### src/pirf_flag_regs_note_unused.sv
`timescale 1ns/100ps

### src/pirf_pkg.sv
// Package for the peripheral interrupt flag register block.
// Assumes a single system clock and an APB register port with 32-bit data.
package pirf_pkg;

  // ----------------------------------------------------------------------
  // Register indexes; byte address is four times the index
  // ----------------------------------------------------------------------
  localparam logic [11:0] IDX_SERIAL = 12'hEC8;
  localparam logic [11:0] IDX_TIMER = 12'hEC9;
  localparam logic [11:0] IDX_CELL_GATE = 12'hECA;
  localparam logic [11:0] IDX_CELL_CAPT = 12'hECB;
  localparam logic [11:0] IDX_MEM_WAVE = 12'hECC;
  localparam int NUM_REGS = 5;

  // ----------------------------------------------------------------------
  // Writable masks, reset values and field positions
  // ----------------------------------------------------------------------
  localparam logic [7:0] MASK_SERIAL = 8'h0F;
  localparam logic [7:0] MASK_TIMER = 8'h3F;
  localparam logic [7:0] MASK_CELL_GATE = 8'hF7;
  localparam logic [7:0] MASK_CELL_CAPT = 8'hF3;
  localparam logic [7:0] MASK_MEM_WAVE = 8'hE1;
  localparam logic [7:0] FLAG_RESET = 8'h00;
  localparam int POS_TX1 = 4;
  localparam int POS_RX1 = 5;
  localparam int POS_TX2 = 6;
  localparam int POS_RX2 = 7;
  localparam int POS_CELL_LO = 4;
  localparam int POS_SCAN = 7;
  localparam int POS_CRC = 6;
  localparam int POS_NVM = 5;
  localparam int POS_WAVE = 0;

  typedef enum logic [1:0] {
    PIRF_CAPTURE = 2'h0,
    PIRF_COMPARE = 2'h1,
    PIRF_PWM = 2'h2
  } pirf_ccp_mode_t;

  typedef enum logic [1:0] {
    PIRF_IDLE = 2'b01,
    PIRF_ACCESS = 2'b10
  } pirf_state_t;

  // Event strobes from the peripherals, one cycle each
  typedef struct packed {
    logic [1:0] sync_port_done;
    logic [1:0] sync_port_collision;
    logic [2:0] timer_match;      // timers 2, 4, 6
    logic [2:0] timer_overflow;   // timers 1, 3, 5
    logic [2:0] timer_gate;       // timers 1, 3, 5
    logic [7:0] logic_cell;       // cells 1..8
    logic [1:0] capcomp;          // units 1, 2
    logic memory_scan;
    logic checksum;
    logic nonvolatile;
    logic waveform_gen;
  } pirf_events_t;

  // Buffer status levels from the two asynchronous serial units
  typedef struct packed {
    logic [1:0] uart_rx_full;
    logic [1:0] uart_tx_empty;
  } pirf_uart_status_t;

endpackage : pirf_pkg

### src/pirf_flag_regs.sv
// Five peripheral interrupt flag registers behind an APB slave.
// Assumes event strobes and status levels synchronous to pclk; one clock.
//
// The implementer's own choice: the APB interface to the registers.
`timescale 1ns/100ps
`default_nettype none

module pirf_flag_regs
  import pirf_pkg::*;
#(
  parameter int ADDR_W = 16
) (
  input wire logic pclk,
  input wire logic presetn,
  input wire logic psel,
  input wire logic penable,
  input wire logic pwrite,
  input wire logic [ADDR_W-1:0] paddr,
  input wire logic [31:0] pwdata,
  input wire logic [3:0] pstrb,
  output logic [31:0] prdata,
  output logic pready,
  output logic pslverr,
  input wire pirf_events_t events,
  input wire pirf_uart_status_t uart_status,
  input wire pirf_ccp_mode_t ccp_mode [2],
  output logic [7:0] flags [NUM_REGS]
);

  if (ADDR_W < 14) begin : g_addr_check
    $error("ADDR_W must be at least 14");
  end

  // ----------------------------------------------------------------------
  // APB decode
  // ----------------------------------------------------------------------
  localparam logic [11:0] REG_IDX [NUM_REGS] = '{IDX_SERIAL, IDX_TIMER,
    IDX_CELL_GATE, IDX_CELL_CAPT, IDX_MEM_WAVE};
  localparam logic [7:0] REG_MASK [NUM_REGS] = '{MASK_SERIAL, MASK_TIMER,
    MASK_CELL_GATE, MASK_CELL_CAPT, MASK_MEM_WAVE};

  pirf_state_t state;
  logic [NUM_REGS-1:0] hit;
  logic mapped;
  logic wr_commit;
  logic [7:0] rd_byte;

  always_comb begin
    hit = '0;
    rd_byte = 8'h00;
    for (int i = 0; i < NUM_REGS; i++) begin
      hit[i] = (paddr[1:0] == 2'h0) &&
               (paddr[ADDR_W-1:2] == (ADDR_W-2)'(REG_IDX[i]));
      if (hit[i]) begin
        rd_byte = flags[i];
      end
    end
  end

  assign mapped = |hit;
  // Writes land only at the completing edge of the access phase
  assign wr_commit = psel && penable && pready && pwrite && mapped && pstrb[0];

  // ----------------------------------------------------------------------
  // Bus phase tracking
  // ----------------------------------------------------------------------
  always_ff @(posedge pclk or negedge presetn) begin
    if (!presetn) begin
      state <= PIRF_IDLE;
    end else begin
      case (state)
        PIRF_IDLE: begin
          if (psel && !penable) begin
            state <= PIRF_ACCESS;
          end
        end
        PIRF_ACCESS: begin
          state <= PIRF_IDLE;
        end
        default: begin
          state <= PIRF_IDLE;
        end
      endcase
    end
  end

  // Read data is captured in setup, so every output stays a flop
  always_ff @(posedge pclk or negedge presetn) begin
    if (!presetn) begin
      pready <= 1'b0;
      prdata <= 32'h0000_0000;
      pslverr <= 1'b0;
    end else begin
      pready <= psel && !penable;
      if (psel && !penable) begin
        prdata <= pwrite ? 32'h0000_0000 : {24'h00_0000, rd_byte};
        pslverr <= !mapped;
      end else begin
        pslverr <= 1'b0;
      end
    end
  end

  // ----------------------------------------------------------------------
  // Event set vectors; no enable gating, only capcomp is masked when ccp_mode is PWM
  // ----------------------------------------------------------------------
  logic [7:0] set_vec [NUM_REGS];
  logic [1:0] ccp_fire;

  always_comb begin
    for (int u = 0; u < 2; u++) begin
      ccp_fire[u] = events.capcomp[u] && (ccp_mode[u] != PIRF_PWM);
    end
    set_vec[0] = {4'h0, events.sync_port_collision[1], events.sync_port_done[1],
                  events.sync_port_collision[0], events.sync_port_done[0]};
    set_vec[1] = {2'b00, events.timer_match[2], events.timer_overflow[2],
                  events.timer_match[1], events.timer_overflow[1],
                  events.timer_match[0], events.timer_overflow[0]};
    set_vec[2] = {events.logic_cell[3:0], 1'b0, events.timer_gate};
    set_vec[3] = {events.logic_cell[7:4], 2'b00, ccp_fire};
    set_vec[4] = {events.memory_scan, events.checksum, events.nonvolatile,
                  4'h0, events.waveform_gen};
  end

  // ----------------------------------------------------------------------
  // Flag storage
  // ----------------------------------------------------------------------
  always_ff @(posedge pclk or negedge presetn) begin
    if (!presetn) begin
      for (int i = 0; i < NUM_REGS; i++) begin
        flags[i] <= FLAG_RESET;
      end
    end else begin
      for (int i = 0; i < NUM_REGS; i++) begin
        // Set is ORed after the write so a same-cycle clear loses
        flags[i] <= (((wr_commit && hit[i]) ? pwdata[7:0] : flags[i]) & REG_MASK[i])
                    | (set_vec[i] & REG_MASK[i]);
      end
      // Buffer status bits mirror the serial units; writes never reach them
      flags[0][POS_RX1] <= uart_status.uart_rx_full[0];
      flags[0][POS_RX2] <= uart_status.uart_rx_full[1];
      flags[0][POS_TX1] <= uart_status.uart_tx_empty[0];
      flags[0][POS_TX2] <= uart_status.uart_tx_empty[1];
    end
  end
endmodule // pirf_flag_regs

`default_nettype wire

### config.mk
export PLATFORM = sky130hd
export DESIGN_NAME = pirf_flag_regs
export DESIGN_NICKNAME = d
export VERILOG_FILES = /design/src/pirf_flag_regs_note_unused.sv /design/src/pirf_pkg.sv /design/src/pirf_flag_regs.sv
export SDC_FILE = /design/constraint.sdc
export NUM_CORES = 1
export LEC_CHECK = 0
export ABC_AREA = 0
export BUFFER_PORTS_ARGS = -buffer_cell sky130_fd_sc_hd__buf_2
export CORE_ASPECT_RATIO = 0.9
export CORE_UTILIZATION = 45
export CTS_BUF_LIST = sky130_fd_sc_hd__clkbuf_4 sky130_fd_sc_hd__clkbuf_8 sky130_fd_sc_hd__clkbuf_16
export CTS_CLUSTER_DIAMETER = 40
export DETAILED_ROUTE_END_ITERATION = 8
export GPL_TIMING_DRIVEN = 0
export PLACE_DENSITY = 0.86
export RECOVER_POWER = 25
export SYNTH_ARGS = -nofsm -noshare
export SYNTH_HDL_FRONTEND = slang
export SYNTH_SLANG_ARGS = --single-unit
### constraint.sdc
create_clock -name pclk -period 2.14 [get_ports pclk]
set_input_delay 0.321 -clock pclk [delete_from_list [all_inputs] [get_ports pclk]]
set_output_delay 0.321 -clock pclk [all_outputs]
set_load 0.02 [all_outputs]
Yosys cells after proc, flatten, opt, wreduce, memory -nomap -nowiden
Index checks and enable logic that the tools add are counted.
- bits in registers: 72
- output and inout port bits: 74
- word-level logic and storage cells: 54
- equality and inequality tests: 7
- muxes and demuxes: 12
- bitwise logic cells: 5
- reduce and logical (&&, ||, !) cells: 22
- operator list (operator ; count):
    8-bit two-way mux ; 9
    14-bit by 12-bit equality test with 1-bit output (second input constant) ; 5
    8-bit bitwise OR ; 3
    1-bit logical AND ; 18
    6-bit two-way mux ; 1
    6-bit bitwise OR ; 1
    5-bit OR reduction ; 1
    4-bit two-way mux ; 1
    2-bit != test (second input constant) ; 2
    4-bit bitwise OR ; 1
    1-bit logical NOT ; 2
    2-bit logical NOT ; 1
    1-bit two-way mux ; 1

Longest topological paths before layout
Gate-level depths: netlist of the first run.
- depth in word-level cells: 8
- depth in mapped cells: 7
- mapped depth without buffers: 4

Worst setup path after synthesis of the first run
No wires, ideal clock.
- path type: register to register
- from: reg pready
- to: reg flags[18] (netlist bit)
- library setup time: 0.123 ns
- arrival: 1.313 ns
- required time: 2.017 ns
- setup slack: 0.703 ns
- cell stages (with the launch flop): 7
- buffers on the path: 2
- clock period less this slack: 1.437 ns
- cell sequence: dfrtp_1 -> and4_1 -> and4_1 -> clkbuf_1 -> buf_4 -> a41oi_1 -> nand2_1
- cells in the longest elaborated chain, start to end: 7
- RTL lines (element ; line ; text):
    from (decl) ; pirf_flag_regs.sv:22 ; output logic pready,
    from (signal assigned) ; pirf_flag_regs.sv:94 ; pready <= psel && !penable;
    1-bit logical AND (4 in a row) ; pirf_flag_regs.sv:62 ; assign wr_commit = psel && penable && pready && pwrite && mapped && pstrb[0];
    1-bit logical AND ; pirf_flag_regs.sv:136 ; flags[i] <= (((wr_commit && hit[i]) ? pwdata[7:0] : flags[i]) & REG_MASK[i])
    8-bit two-way mux ; pirf_flag_regs.sv:136 ;
    8-bit bitwise OR ; pirf_flag_regs.sv:137 ; | (set_vec[i] & REG_MASK[i]);
    to (signal, indexed assignment) ; pirf_flag_regs.sv:136 ;
    to (signal, indexed assignment) ; pirf_flag_regs.sv:140 ; flags[0][POS_RX1] <= uart_status.uart_rx_full[0];
    to (signal, indexed assignment) ; pirf_flag_regs.sv:141 ; flags[0][POS_RX2] <= uart_status.uart_rx_full[1];
    to (decl) ; pirf_flag_regs.sv:27 ; output logic [7:0] flags [NUM_REGS]
Every way passes these cells.
A chain may end at the register's enable or synchronous reset.

Final worst setup path of the first run
- from: in paddr[4]
- to: reg flags[20] (netlist bit)
- cells in the longest elaborated chain, start to end: 8
- RTL lines (element ; line ; text):
    from (decl) ; pirf_flag_regs.sv:18 ; input wire logic [ADDR_W-1:0] paddr,
    14-bit by 12-bit equality test with 1-bit output ; pirf_flag_regs.sv:53 ; (paddr[ADDR_W-1:2] == (ADDR_W-2)'(REG_IDX[i]));
    1-bit logical AND ; pirf_flag_regs.sv:52 ; hit[i] = (paddr[1:0] == 2'h0) &&
    5-bit OR reduction ; pirf_flag_regs.sv:60 ; assign mapped = |hit;
    1-bit logical AND (2 in a row) ; pirf_flag_regs.sv:62 ;
    1-bit logical AND * ; pirf_flag_regs.sv:136 ;
    8-bit two-way mux * ; pirf_flag_regs.sv:136 ;
    8-bit bitwise OR * ; pirf_flag_regs.sv:137 ;
Mark *: on every way between the ends. The rest lies on a longest branch, timed or not.

==> results of run 1 <==
-- synth_stat cells (all sizes together), types with 7 or more instances --
library cell,n
buf,43
dfrtp,41
o21ai,28
nand2,23
a41oi,12
a31oi,9
and3,9
nand4,9
clkbuf,7
mux2i,7
nor2,7
-- final timing paths --
path	to	depth (start not counted)	startpoint
worst max-delay path	flags[20]	6	paddr[4]
worst min-delay path	flags[39]	1	uart_status[3]
worst max register to register	flags[12]	5	pready
worst min register to register	prdata[5]	2	prdata[5]
max in group asynchronous	flags[5]	1	presetn
min in group asynchronous	flags[26]	1	presetn
-- area by class of cell --
cell class | instances | area [um2]
fillers | 466 | 1750
clock buffers | 5 | 68.8
inverters | 4 | 15.0
well taps | 65 | 81.3
plain buffers | 50 | 334
clock inverters | 2 | 35.0
repair buffers | 103 | 515
multi-input cells | 186 | 1150
flip-flops and latches | 41 | 1030
-- logic make-up (layout without fill, tap and decap cells) --
logic type / after synthesis / count (layout) / share of synthesized area [%]
other: 1 / 33 / 0.156
and+or+nand+nor: 73 / 73 / 17.8
AOI/OAI and AO/OA: 68 / 68 / 18.8
DFF: 41 / 41 / 42.6
buffers and inverters: 54 / 164 / 14.5
muxes: 12 / 12 / 6.18
-- per-stage QoR --
stage          cell area [um2]  hold slack (ns)  std cells  utilization, %
2_1_floorplan             2530           0.0254        281               -
3_3_place_gp              3130            0.431        449            62.7
3_5_place_dp              3130            0.431        449            62.7
4_1_cts                   3230            0.120        456            64.8
5_1_grt                   3230            0.117        456            64.8
6_report                  3230            0.126        456            64.8
-- worst reg2reg max path, stage by stage, from the launching register on --
cell	delay, ns
sky130_fd_sc_hd__dfrtp_1	0.34
sky130_fd_sc_hd__and4_1	0.25
sky130_fd_sc_hd__nand4_1	0.27
sky130_fd_sc_hd__clkbuf_1	0.33
sky130_fd_sc_hd__o21ai_0	0.23
sky130_fd_sc_hd__nand2_1	0.08
-- power by group through the flow --
stage / Combinational (uW) / Sequential, uW / Clock, uW
6_report: 289 / 782 / 613
5_1_grt: 312 / 783 / 659
4_1_cts: 285 / 782 / 619
3_5_place_dp: 284 / 798 / 0
3_3_place_gp: 283 / 797 / 0
2_1_floorplan: 172 / 805 / 0
-- sequential cells by signal, indices dropped and copies added (netlist names) --
| register | cells |
|---|---|
| prdata | 8 |
| pslverr | 1 |
| flags | 31 |
| pready | 1 |
-- metal layers --
metal | wire length, um | share of wire, % | track usage, % | up-vias
met5 | 0 | 0 | 0 | -
met4 | 78 | 1.1 | 6.26 | 0
met3 | 634 | 8.6 | 6.37 | 9
met2 | 3610 | 49 | 43.1 | 128
met1 | 3010 | 41 | 36.7 | 1138
li1 | - | - | - | 1139
==> metrics.log, run 1 <==
[metrics] clock sink total: just over 40
[metrics] Leak: 0.00152 uW
[metrics] buffer cell driving the clock tree root: sky130_fd_sc_hd__clkbuf_8
[metrics] post-CTS setup buffer count: 0
[metrics] Final Max Tran Viols: 0
[metrics] max frequency: 589 MHz
[metrics] startpoint class of the critical path: input port
[metrics] portion of the post-synthesis area used by sequential elements: 42.6%
[metrics] number of antenna repair diodes: 0
[metrics] P per Cell Area: roughly 520 mW/mm2
[metrics] port buffer count: 103
[metrics] Max-Slew Margin vs Limit: 31.3%
[metrics] total power of the final layout: 1680 uW
[metrics] Clk pin slew, worst setup/hold paths: 0.08 ns
[metrics] number of remaining DRC errors: 0
[metrics] register-to-register setup slack: 0.51 ns
[metrics] Worst Tran Pin Value: 1.03 ns
[metrics] floorplan die height: 71.4 um
[metrics] cells traversed along the worst timing path: buf_2 -> nor2b_1 -> buf_4 -> nand4_1 -> o21ai_0 -> nand2_1
[metrics] RSZ-0062 raised after global routing: false
[metrics] gate family responsible for the most delay along the worst path: simple AND/OR/NAND/NOR gates
[metrics] all-layer global routing usage: 26.8%
[metrics] cell count after synthesis: 249
[metrics] Avg Inst Size Synth: 9.68 um2
[metrics] share of flip-flops with an asynchronous set or reset: 100%
[metrics] most frequent cells in the layout: sky130_fd_sc_hd__buf_2 (108), sky130_fd_sc_hd__dfrtp_1 (41), sky130_fd_sc_hd__buf_4 (37)
[metrics] Max rail drop VDD: 0.321 mV
[metrics] number of iterations in the first detailed-routing pass: 5
[metrics] number of antenna violations at the first check in global routing: 0
[metrics] standard cell with the maximum stage delay on the critical path: sky130_fd_sc_hd__nor2b_1
[metrics] CP max FO: 10
[metrics] post-DR vias/cell: 5.29
[metrics] Die ar.: ~0.0057 mm2
[metrics] final count of negative-setup-slack endpoints: 0
[metrics] fraction of post-synthesis cell area in the top cell type by area: 42.6%
[metrics] number of ports placed on the die boundary: ~170
[metrics] class of the worst hold path: in2reg
[metrics] maximum number of pins on one net before global-route repair: 42
[metrics] final critical-path setup slack: 0.442 ns
[metrics] register share of total power: roughly 46%
[metrics] Internal Dissipation: 1240 uW
[metrics] status: finished, final reports clean
[metrics] die width: ~80 um
[metrics] number of buffers created by CTS: 5
[metrics] most common cell after layout, fill and taps aside: sky130_fd_sc_hd__buf_2
[metrics] CP max stage delay: around 0.38 ns
[metrics] worst-case setup slack after placement: 0.199 ns
[metrics] biggest area consumer among synthesized cells: sky130_fd_sc_hd__dfrtp_1
[metrics] proportion of power drawn by the clock network: 36.4%
[metrics] switching part of the total power: 26.4%
[metrics] Most used DFF post-synth: sky130_fd_sc_hd__dfrtp_1
[metrics] Sum Neg Setup Slack: 0 ns
[metrics] share of power burned in combinational logic: 17.2%
[metrics] GPL Wtd Cong: 0.919
[metrics] switching power summed over all nets: roughly 440 uW
[metrics] area of the mapped netlist: 0.00241 mm2
[metrics] clock tree buffer depth: 2
[metrics] Crit Path Category: in2reg
[metrics] count of flip-flops with a built-in enable after synthesis: 0
[metrics] latest clock arrival within the worst-skew pair: ~0.3 ns
[metrics] wirelength, routed: 7340 um
[metrics] endpoint kind of the worst setup timing path: flip-flop
[metrics] final worst-path cycle share: 79.4%
[metrics] setup skew after layout: 0.00873 ns
[metrics] # resized after CTS: 0
[metrics] count of warnings emitted by yosys: 0
[metrics] first-pass GRT wire length: around 11000 um
[metrics] count of H-tree levels built during CTS: 2
[metrics] GRT overflow: 0
[metrics] cells taking the most area after synthesis: sky130_fd_sc_hd__dfrtp_1 (43%), sky130_fd_sc_hd__buf_4 (12%), sky130_fd_sc_hd__o21ai_0 (5.4%)
[metrics] post-DR wirelength/cell: 16.1 um
[metrics] TritonCTS clock tree: built
[metrics] Row Count: 24
[metrics] Critical path buffers and inverters: 2
[metrics] number of storage elements in the synthesis netlist: 41
[metrics] post-route ant nets: 0
[metrics] number of hold violations in the final report: 0
[metrics] number of nets in the finished design: 483
[metrics] starting DRC count in detailed routing: 126
[metrics] initial standard-cell utilization of the core: between 40% and 50%
[metrics] core area: between 0.004 and 0.005 mm2
[metrics] Post-DP HPWL: roughly 5600 um
[metrics] hold bufs inserted after CTS: 0
[metrics] share of post-route cells with drive strength above 1: 41.9%
[metrics] number of distinct standard cells referenced by the synthesized netlist: 40
[metrics] data required time of the critical path: 2.32 ns
[metrics] reported max-cap violation count: 0
[metrics] Vias: 2414
[metrics] Crit path arrival time: 1.88 ns
[metrics] number of global-route vias before repair: 2231
[metrics] minimum clock period: 1.70 ns
[metrics] area growth from synthesis to layout: 34.1%
(Power assumes the default switching activity.)
==> run 2, diff against run 1 <==
--- a/config.mk
+++ b/config.mk
@@ -8,12 +8,12 @@
 export ABC_AREA = 0
 export BUFFER_PORTS_ARGS = -buffer_cell sky130_fd_sc_hd__buf_2
 export CORE_ASPECT_RATIO = 0.9
-export CORE_UTILIZATION = 45
+export CORE_UTILIZATION = 42
 export CTS_BUF_LIST = sky130_fd_sc_hd__clkbuf_4 sky130_fd_sc_hd__clkbuf_8 sky130_fd_sc_hd__clkbuf_16
 export CTS_CLUSTER_DIAMETER = 40
 export DETAILED_ROUTE_END_ITERATION = 8
 export GPL_TIMING_DRIVEN = 0
-export PLACE_DENSITY = 0.86
+export PLACE_DENSITY = 0.81
 export RECOVER_POWER = 25
 export SYNTH_ARGS = -nofsm -noshare
 export SYNTH_HDL_FRONTEND = slang
==> constraint.sdc (replaced) <==
create_clock -name pclk -period 1.6 [get_ports pclk]
set_input_delay 0.24 -clock pclk [delete_from_list [all_inputs] [get_ports pclk]]
set_output_delay 0.24 -clock pclk [all_outputs]
set_load 0.02 [all_outputs]
==> run 2 against run 1 <==
Sequential share of layout area is 0.29 points lower. Clock skew increased by 0.0051 ns. Design area up 0.93%. Clock power is 45% higher. Power up 38%. Utilization is 4.2 points lower. Highest routed layer unchanged. Register-to-register slack lost 0.42 ns. Non-clock buffer count unchanged.
==> metrics.log, run 2 (synthesis results as in run 1) <==
[metrics] status: finished, final reports clean
[metrics] worst hold start: uart_status[3]
[metrics] clock sink total: 41 (unchanged)
[metrics] Worst Tran Pin Value: 1.02 ns (-0.0118 ns)
[metrics] worst-case setup slack after placement: -0.165 ns (-0.364 ns)
[metrics] final cell utilization of the core: 60.6% (-4.2 points)
[metrics] Final Max Tran Viols: 0 (unchanged)
[metrics] GRT overflow: 0 (unchanged)
[metrics] number of iterations in the first detailed-routing pass: 4 (-1)
[metrics] startpoint class of the critical path: flip-flop
[metrics] Leak: 0.00154 uW (+0.75%)
[metrics] P per Cell Area: 712 mW/mm2 (+37%)
[metrics] latest clock arrival within the worst-skew pair: 0.31 ns (about the same)
[metrics] Max rail drop VDD: 0.371 mV (+16%)
[metrics] number of nets in the finished design: 483 (unchanged)
[metrics] final worst-path cycle share: 94.4%
[metrics] TritonCTS clock tree: built
[metrics] setup skew after layout: 0.0139 ns (+0.00513 ns)
[metrics] post-DR wirelength/cell: 15.4 um (-4.4%)
[metrics] share of post-route cells with drive strength above 1: 43.1% (+1.2 points)
[metrics] Die ar.: 0.00605 mm2 (+7.0%)
[metrics] registers with the most flip-flops: flags x31, prdata x8
[metrics] Largest register FFs: 31 (unchanged)
[metrics] post-route ant nets: 0 (unchanged)
[metrics] all-layer global routing usage: 23.9% (-2.9 points)
[metrics] post-placement cell count: 451 (+0.45%)
[metrics] number of global-route vias before repair: 2135 (-4.3%)
[metrics] Crit path arrival time: 1.70 ns (-0.18 ns)
[metrics] core area: 0.00538 mm2 (+7.9%)
[metrics] Vias: 2388 (-1.1%)
[metrics] Critical R2R Capture: flags[32]
[metrics] final critical-path setup slack: 0.0895 ns (-0.352 ns)
[metrics] Max-Slew Margin vs Limit: 32.0% (+0.79 points)
[metrics] hold bufs inserted after CTS: 0 (unchanged)
[metrics] initial standard-cell utilization of the core: 44.8% (-3.6 points)
[metrics] Hold Crit Endpoint: flags[39]
[metrics] total power of the final layout: 2320 uW (+38%)
[metrics] max frequency: 662 MHz
[metrics] endpoint kind of the worst setup timing path: flip-flop
[metrics] most frequent cells in the layout: sky130_fd_sc_hd__buf_2 (109), sky130_fd_sc_hd__dfrtp_1 (41), sky130_fd_sc_hd__buf_4 (39)
[metrics] register-to-register setup slack: 0.09 ns (-0.42 ns)
[metrics] most common cell after layout, fill and taps aside: sky130_fd_sc_hd__buf_2
[metrics] RSZ-0062 raised after global routing: true
[metrics] depth of the worst hold-timing path: 1 (unchanged)
[metrics] Post-DP HPWL: 5400 um (-3.9%)
[metrics] area growth from synthesis to layout: 35.3%
[metrics] minimum clock period: 1.51 ns
[metrics] wirelength, routed: 7060 um (-3.7%)
[metrics] post-DR vias/cell: 5.20 (-1.7%)
[metrics] Clk pin slew, worst setup/hold paths: 0.09 ns (about the same)
[metrics] number of antenna violations at the first check in global routing: 0 (unchanged)
[metrics] number of remaining DRC errors: 0 (unchanged)
[metrics] number of ports placed on the die boundary: 166 (unchanged)
[metrics] die width: 81.8 um (+3.4%)
[metrics] number of fill cells: 498 (+6.9%)
[metrics] count of H-tree levels built during CTS: 2 (unchanged)
[metrics] port buffer count: 103 (unchanged)
[metrics] Crit Path Category: reg2reg
[metrics] maximum number of pins on one net before global-route repair: 42 (unchanged)
[metrics] post-route non-filler standard cell count: 459 (+0.66%)
[metrics] class of the worst hold path: in2reg
[metrics] count of cells along the worst register-to-register path: 5 (unchanged)
[metrics] Sum Neg Setup Slack: 0 ns (unchanged)
[metrics] starting DRC count in detailed routing: 175 (+39%)
[metrics] data required time of the critical path: 1.79 ns (-0.53 ns)
[metrics] number of antenna repair diodes: 0 (unchanged)
[metrics] first-pass GRT wire length: 10700 um (-6.3%)
[metrics] GPL Wtd Cong: 0.921 (+0.23%)
[metrics] register bank with the most flops: flags
[metrics] number of hold violations in the final report: 0 (unchanged)
[metrics] Critical R2R Launch: pready
[metrics] number of buffers created by CTS: 5 (unchanged)
[metrics] clock tree buffer depth: 2 (unchanged)
[metrics] floorplan die height: 73.9 um (+3.4%)
[metrics] CP max FO: 10 (unchanged)
[metrics] Row Count: 25 (+4.2%)
[metrics] buffer cell driving the clock tree root: sky130_fd_sc_hd__clkbuf_8
[metrics] reported max-cap violation count: 0 (unchanged)
[metrics] final count of negative-setup-slack endpoints: 0 (unchanged)
-- run 2: per-stage QoR --
step           cell area [um2]  hold slack, ns
2_1_floorplan             2530         -0.0556
3_3_place_gp              3130           0.349
3_5_place_dp              3130           0.349
4_1_cts                   3250          0.0418
5_1_grt                   3260          0.0369
6_report                  3260          0.0456
-- run 2: what timing repair did --
action | 4_1_cts | 5_1_grt
buffers inserted | 0 | 1
endpoints found under the setup margin | 1 | 19
pin swaps | 0 | 1
gates resized for setup | 1 | 7
-- run 2: report_power, final --
part,leakage [uW],internal [uW],switching [uW]
logic,0.00106,163,223
clock network,0.0000574,507,384
registers,0.000420,1040,2.97
-- run 2: how the worst max path moves through the flow --
| stage | cells past startpoint | slack [ns] | startpoint | end |
|---|---|---|---|---|
| 2_1_floorplan | 6 | 0.16 | pready | flags[18] |
| 3_3_place_gp | 6 | -0.14 | paddr[4] | flags[8] |
| 3_5_place_dp | 6 | -0.17 | paddr[4] | flags[22] |
| 4_1_cts | 5 | 0.01 | pready | flags[22] |
| 5_1_grt | 5 | -0.007 | pready | flags[21] |
| 6_report | 5 | 0.09 | pready | flags[32] |
-- run 2: routing by layer --
metal  track usage, %  routed length, um  part of all wire (%)
met1             32.5               3000                    42
met4             7.80                103                   1.5
met2             37.5               3350                    47
met5                0                  0                     0
met3             5.47                607                   8.6
-- run 2: worst max-delay path: stages (launching register included) --
cell                      delay (ns)
sky130_fd_sc_hd__dfrtp_1        0.33
sky130_fd_sc_hd__and4_1         0.28
sky130_fd_sc_hd__nand4_1        0.23
sky130_fd_sc_hd__buf_4          0.26
sky130_fd_sc_hd__o21ai_0        0.19
sky130_fd_sc_hd__nand2_1        0.11
-- run 2: cell type report --
class                   count  area, um2  share of cell area [%]
plain buffers              49        335                    10.3
clock buffers               6       82.6                    2.53
clock inverters             2       37.5                    1.15
inverters                   4       15.0                   0.460
multi-input cells         186       1160                    35.5
flip-flops and latches     41       1030                    31.5
well taps                  67       83.8                    2.57
repair buffers            104        523                    16.0
==> run 3, diff against run 2 <==
--- a/config.mk
+++ b/config.mk
@@ -13,6 +13,7 @@
 export CTS_CLUSTER_DIAMETER = 40
 export DETAILED_ROUTE_END_ITERATION = 8
 export GPL_TIMING_DRIVEN = 0
+export HOLD_SLACK_MARGIN = 0.06
 export PLACE_DENSITY = 0.81
 export RECOVER_POWER = 25
 export SYNTH_ARGS = -nofsm -noshare
==> constraint.sdc (replaced) <==
create_clock -name pclk -period 1.6 [get_ports pclk]
set_input_delay 0.24 -clock pclk [delete_from_list [all_inputs] [get_ports pclk]]
set_output_delay 0.24 -clock pclk [all_outputs]
set_load 0.005 [all_outputs]
==> run 3 against run 2 <==
Clock power barely moved. First-iteration DRC count fell by 7.4%. Combinational power fell by 14%. Routed wire length rose by 2.0%. Critical path depth did not move. Die area did not move. Cell count rose by 0.87%. Critical path type unchanged. Largest cell class unchanged. Largest power group unchanged.
==> metrics.log, run 3 (synthesis results as in run 1) <==
[metrics] Placed Area: 0.00313 mm2 (unchanged)
[metrics] post-route met1 wirelength: 3060 um (+1.9%)
[metrics] die width: 81.8 um (unchanged)
[metrics] RSZ-0062 raised after global routing: true
[metrics] endpoint kind of the worst setup timing path: flip-flop
[metrics] top metal layer carrying routed signals: met4
[metrics] GPL Wtd Cong: 0.921 (unchanged)
[metrics] final count of negative-setup-slack endpoints: 0 (unchanged)
[metrics] final cell utilization of the core: 61.3% (+0.72 points)
[metrics] floorplan die height: 73.9 um (unchanged)
[metrics] number of iterations in the first detailed-routing pass: 4 (unchanged)
[metrics] minimum clock period: 1.51 ns (+0.000761 ns)
[metrics] registers with the most flip-flops: flags x31, prdata x8
[metrics] Max rail drop VDD: 0.373 mV (+0.46%)
[metrics] Internal Dissipation: 1720 uW (+0.15%)
[metrics] register share of total power: 46.1% (+1.1 points)
[metrics] total power of the final layout: 2270 uW (-2.3%)
[metrics] Leak: 0.00155 uW (+0.91%)
[metrics] count of cells along the worst register-to-register path: 5 (unchanged)
[metrics] hold slack final: 0.104 ns (+0.0581 ns)
[metrics] GRT overflow: 0 (unchanged)
[metrics] Die ar.: 0.00605 mm2 (unchanged)
[metrics] Critical R2R Launch: pready
[metrics] Crit Path Category: reg2reg
[metrics] register-to-register setup slack: 0.09 ns (about the same)
[metrics] proportion of power drawn by the clock network: 39.4% (+1.0 points)
[metrics] number of buffers created by CTS: 5 (unchanged)
[metrics] most frequent cells in the layout: sky130_fd_sc_hd__buf_2 (108), sky130_fd_sc_hd__dfrtp_1 (41), sky130_fd_sc_hd__buf_4 (39)
[metrics] post-DR wirelength/cell: 15.6 um (+1.1%)
[metrics] count of H-tree levels built during CTS: 2 (unchanged)
[metrics] most common cell after layout, fill and taps aside: sky130_fd_sc_hd__buf_2
[metrics] first-pass GRT wire length: 10800 um (+1.5%)
[metrics] post-route design area: 0.00330 mm2 (+1.2%)
[metrics] number of ports placed on the die boundary: 166 (unchanged)
[metrics] port buffer count: 103 (unchanged)
[metrics] Max-Slew Margin vs Limit: 31.7% (-0.34 points)
[metrics] setup skew after layout: 0.0129 ns (-0.000952 ns)
[metrics] post-route ant nets: 0 (unchanged)
[metrics] startpoint class of the critical path: flip-flop
[metrics] wire length on met3: 593 um (-2.3%)
[metrics] number of antenna violations at the first check in global routing: 0 (unchanged)
[metrics] P per Cell Area: 688 mW/mm2 (-3.4%)
[metrics] area growth from synthesis to layout: 36.9%
[metrics] number of antenna repair diodes: 0 (unchanged)
[metrics] status: finished, final reports clean
[metrics] CP max FO: 10 (unchanged)
[metrics] share of power burned in combinational logic: 14.6% (-2.0 points)
[metrics] Final Max Tran Viols: 0 (unchanged)
[metrics] post-DR vias/cell: 5.16 (-0.82%)
[metrics] data required time of the critical path: 1.78 ns (about the same)
[metrics] number of hold violations in the final report: 0 (unchanged)
[metrics] starting DRC count in detailed routing: 162 (-7.4%)
[metrics] number of global-route vias before repair: 2157 (+1.0%)
[metrics] amount of wire on met2 after detailed routing: 3480 um (+3.7%)
[metrics] clock tree buffer depth: 2 (unchanged)
[metrics] class of the worst hold path: in2async
[metrics] Crit path arrival time: 1.70 ns (about the same)
[metrics] switching part of the total power: 24.4% (-1.8 points)
[metrics] final worst-path cycle share: 94.5% (about the same)
[metrics] Vias: 2389 (+0.042%)
[metrics] wirelength, routed: 7210 um (+2.0%)
[metrics] switching power summed over all nets: 555 uW (-9.0%)
[metrics] reported max-cap violation count: 0 (unchanged)
[metrics] Clk pin slew, worst setup/hold paths: 0.09 ns (about the same)
[metrics] max frequency: 662 MHz (about the same)
[metrics] clock sink total: 41 (unchanged)
[metrics] Row Count: 25 (unchanged)
[metrics] buffer cell driving the clock tree root: sky130_fd_sc_hd__clkbuf_8
[metrics] latest clock arrival within the worst-skew pair: 0.30 ns (about the same)
[metrics] all-layer global routing usage: 24.3% (+0.39 points)
[metrics] initial standard-cell utilization of the core: 44.8% (unchanged)
[metrics] number of remaining DRC errors: 0 (unchanged)
[metrics] Worst Tran Pin Value: 1.02 ns (+0.00517 ns)
[metrics] share of post-route cells with drive strength above 1: 42.4% (-0.69 points)
[metrics] start point of the critical path: pready
[metrics] core area: 0.00538 mm2 (unchanged)
[metrics] register bank with the most flops: flags
[metrics] TritonCTS clock tree: built
[metrics] Largest register FFs: 31 (unchanged)
[metrics] Post-DP HPWL: 5400 um (unchanged)
[metrics] maximum number of pins on one net before global-route repair: 42 (unchanged)
[metrics] number of nets in the finished design: 487 (+0.83%)
## run 3: changes by cell type in the layout (fill, tap and decap cells not counted), sizes merged
cell	change
dlygate4sd3	+4
clkbuf	+1
buf	-1
## run 3: power by group through the flow
stage	Clock [uW]	Combinational (uW)	Sequential, uW
2_1_floorplan	0	176	1070
3_3_place_gp	0	315	1070
3_5_place_dp	0	317	1070
4_1_cts	895	326	1050
5_1_grt	937	364	1050
6_report	894	331	1050
## run 3: cell type report
type,instances,area (um2)
multi-input combinational,186,1160
fill,494,2080
buffer,49,335
timing repair buffer,108,562
sequential,41,1030
inverter,4,15.0
clock buffer,6,82.6
tap,67,83.8
clock inverter,2,37.5
## run 3: final timing paths
kind / endpoint
worst max-delay path: flags[32]
worst min-delay path: flags[32]
worst max register to register: flags[32]
worst min register to register: prdata[0]
max in group asynchronous: flags[13]
min in group pclk: flags[17]
## run 3: worst max-delay path, cell delays in order, from the launching register on
cell                      delay [ns]
sky130_fd_sc_hd__dfrtp_1        0.33
sky130_fd_sc_hd__and4_1         0.28
sky130_fd_sc_hd__nand4_1        0.23
sky130_fd_sc_hd__buf_4          0.26
sky130_fd_sc_hd__o21ai_0        0.19
sky130_fd_sc_hd__nand2_1        0.10
## run 3: stage by stage
stage,setup TNS [ns],setup slack [ns],cells
finish,0,0.0887,463
floorplan,0,0.254,281
global route,-0.00759,-0.00759,463
CTS,0,0.0107,463
detailed placement,-3.00,-0.165,451
global placement,-2.51,-0.136,451
## run 3: timing repair
item | CTS | global route
hold buffers | 4 | 0
pin swaps | 0 | 1
gates resized for setup | 1 | 7
endpoints found under the setup margin | 1 | 19
hold endpoints to repair | 4 | 0
buffers inserted | 0 | 1
## run 3: metal layers
layer / global-route usage [%] / up-vias
li1: - / 1141
met1: 32.8 / 1112
met2: 38.5 / 127
met3: 5.47 / 9
met4: 7.80 / 0
met5: 0 / -
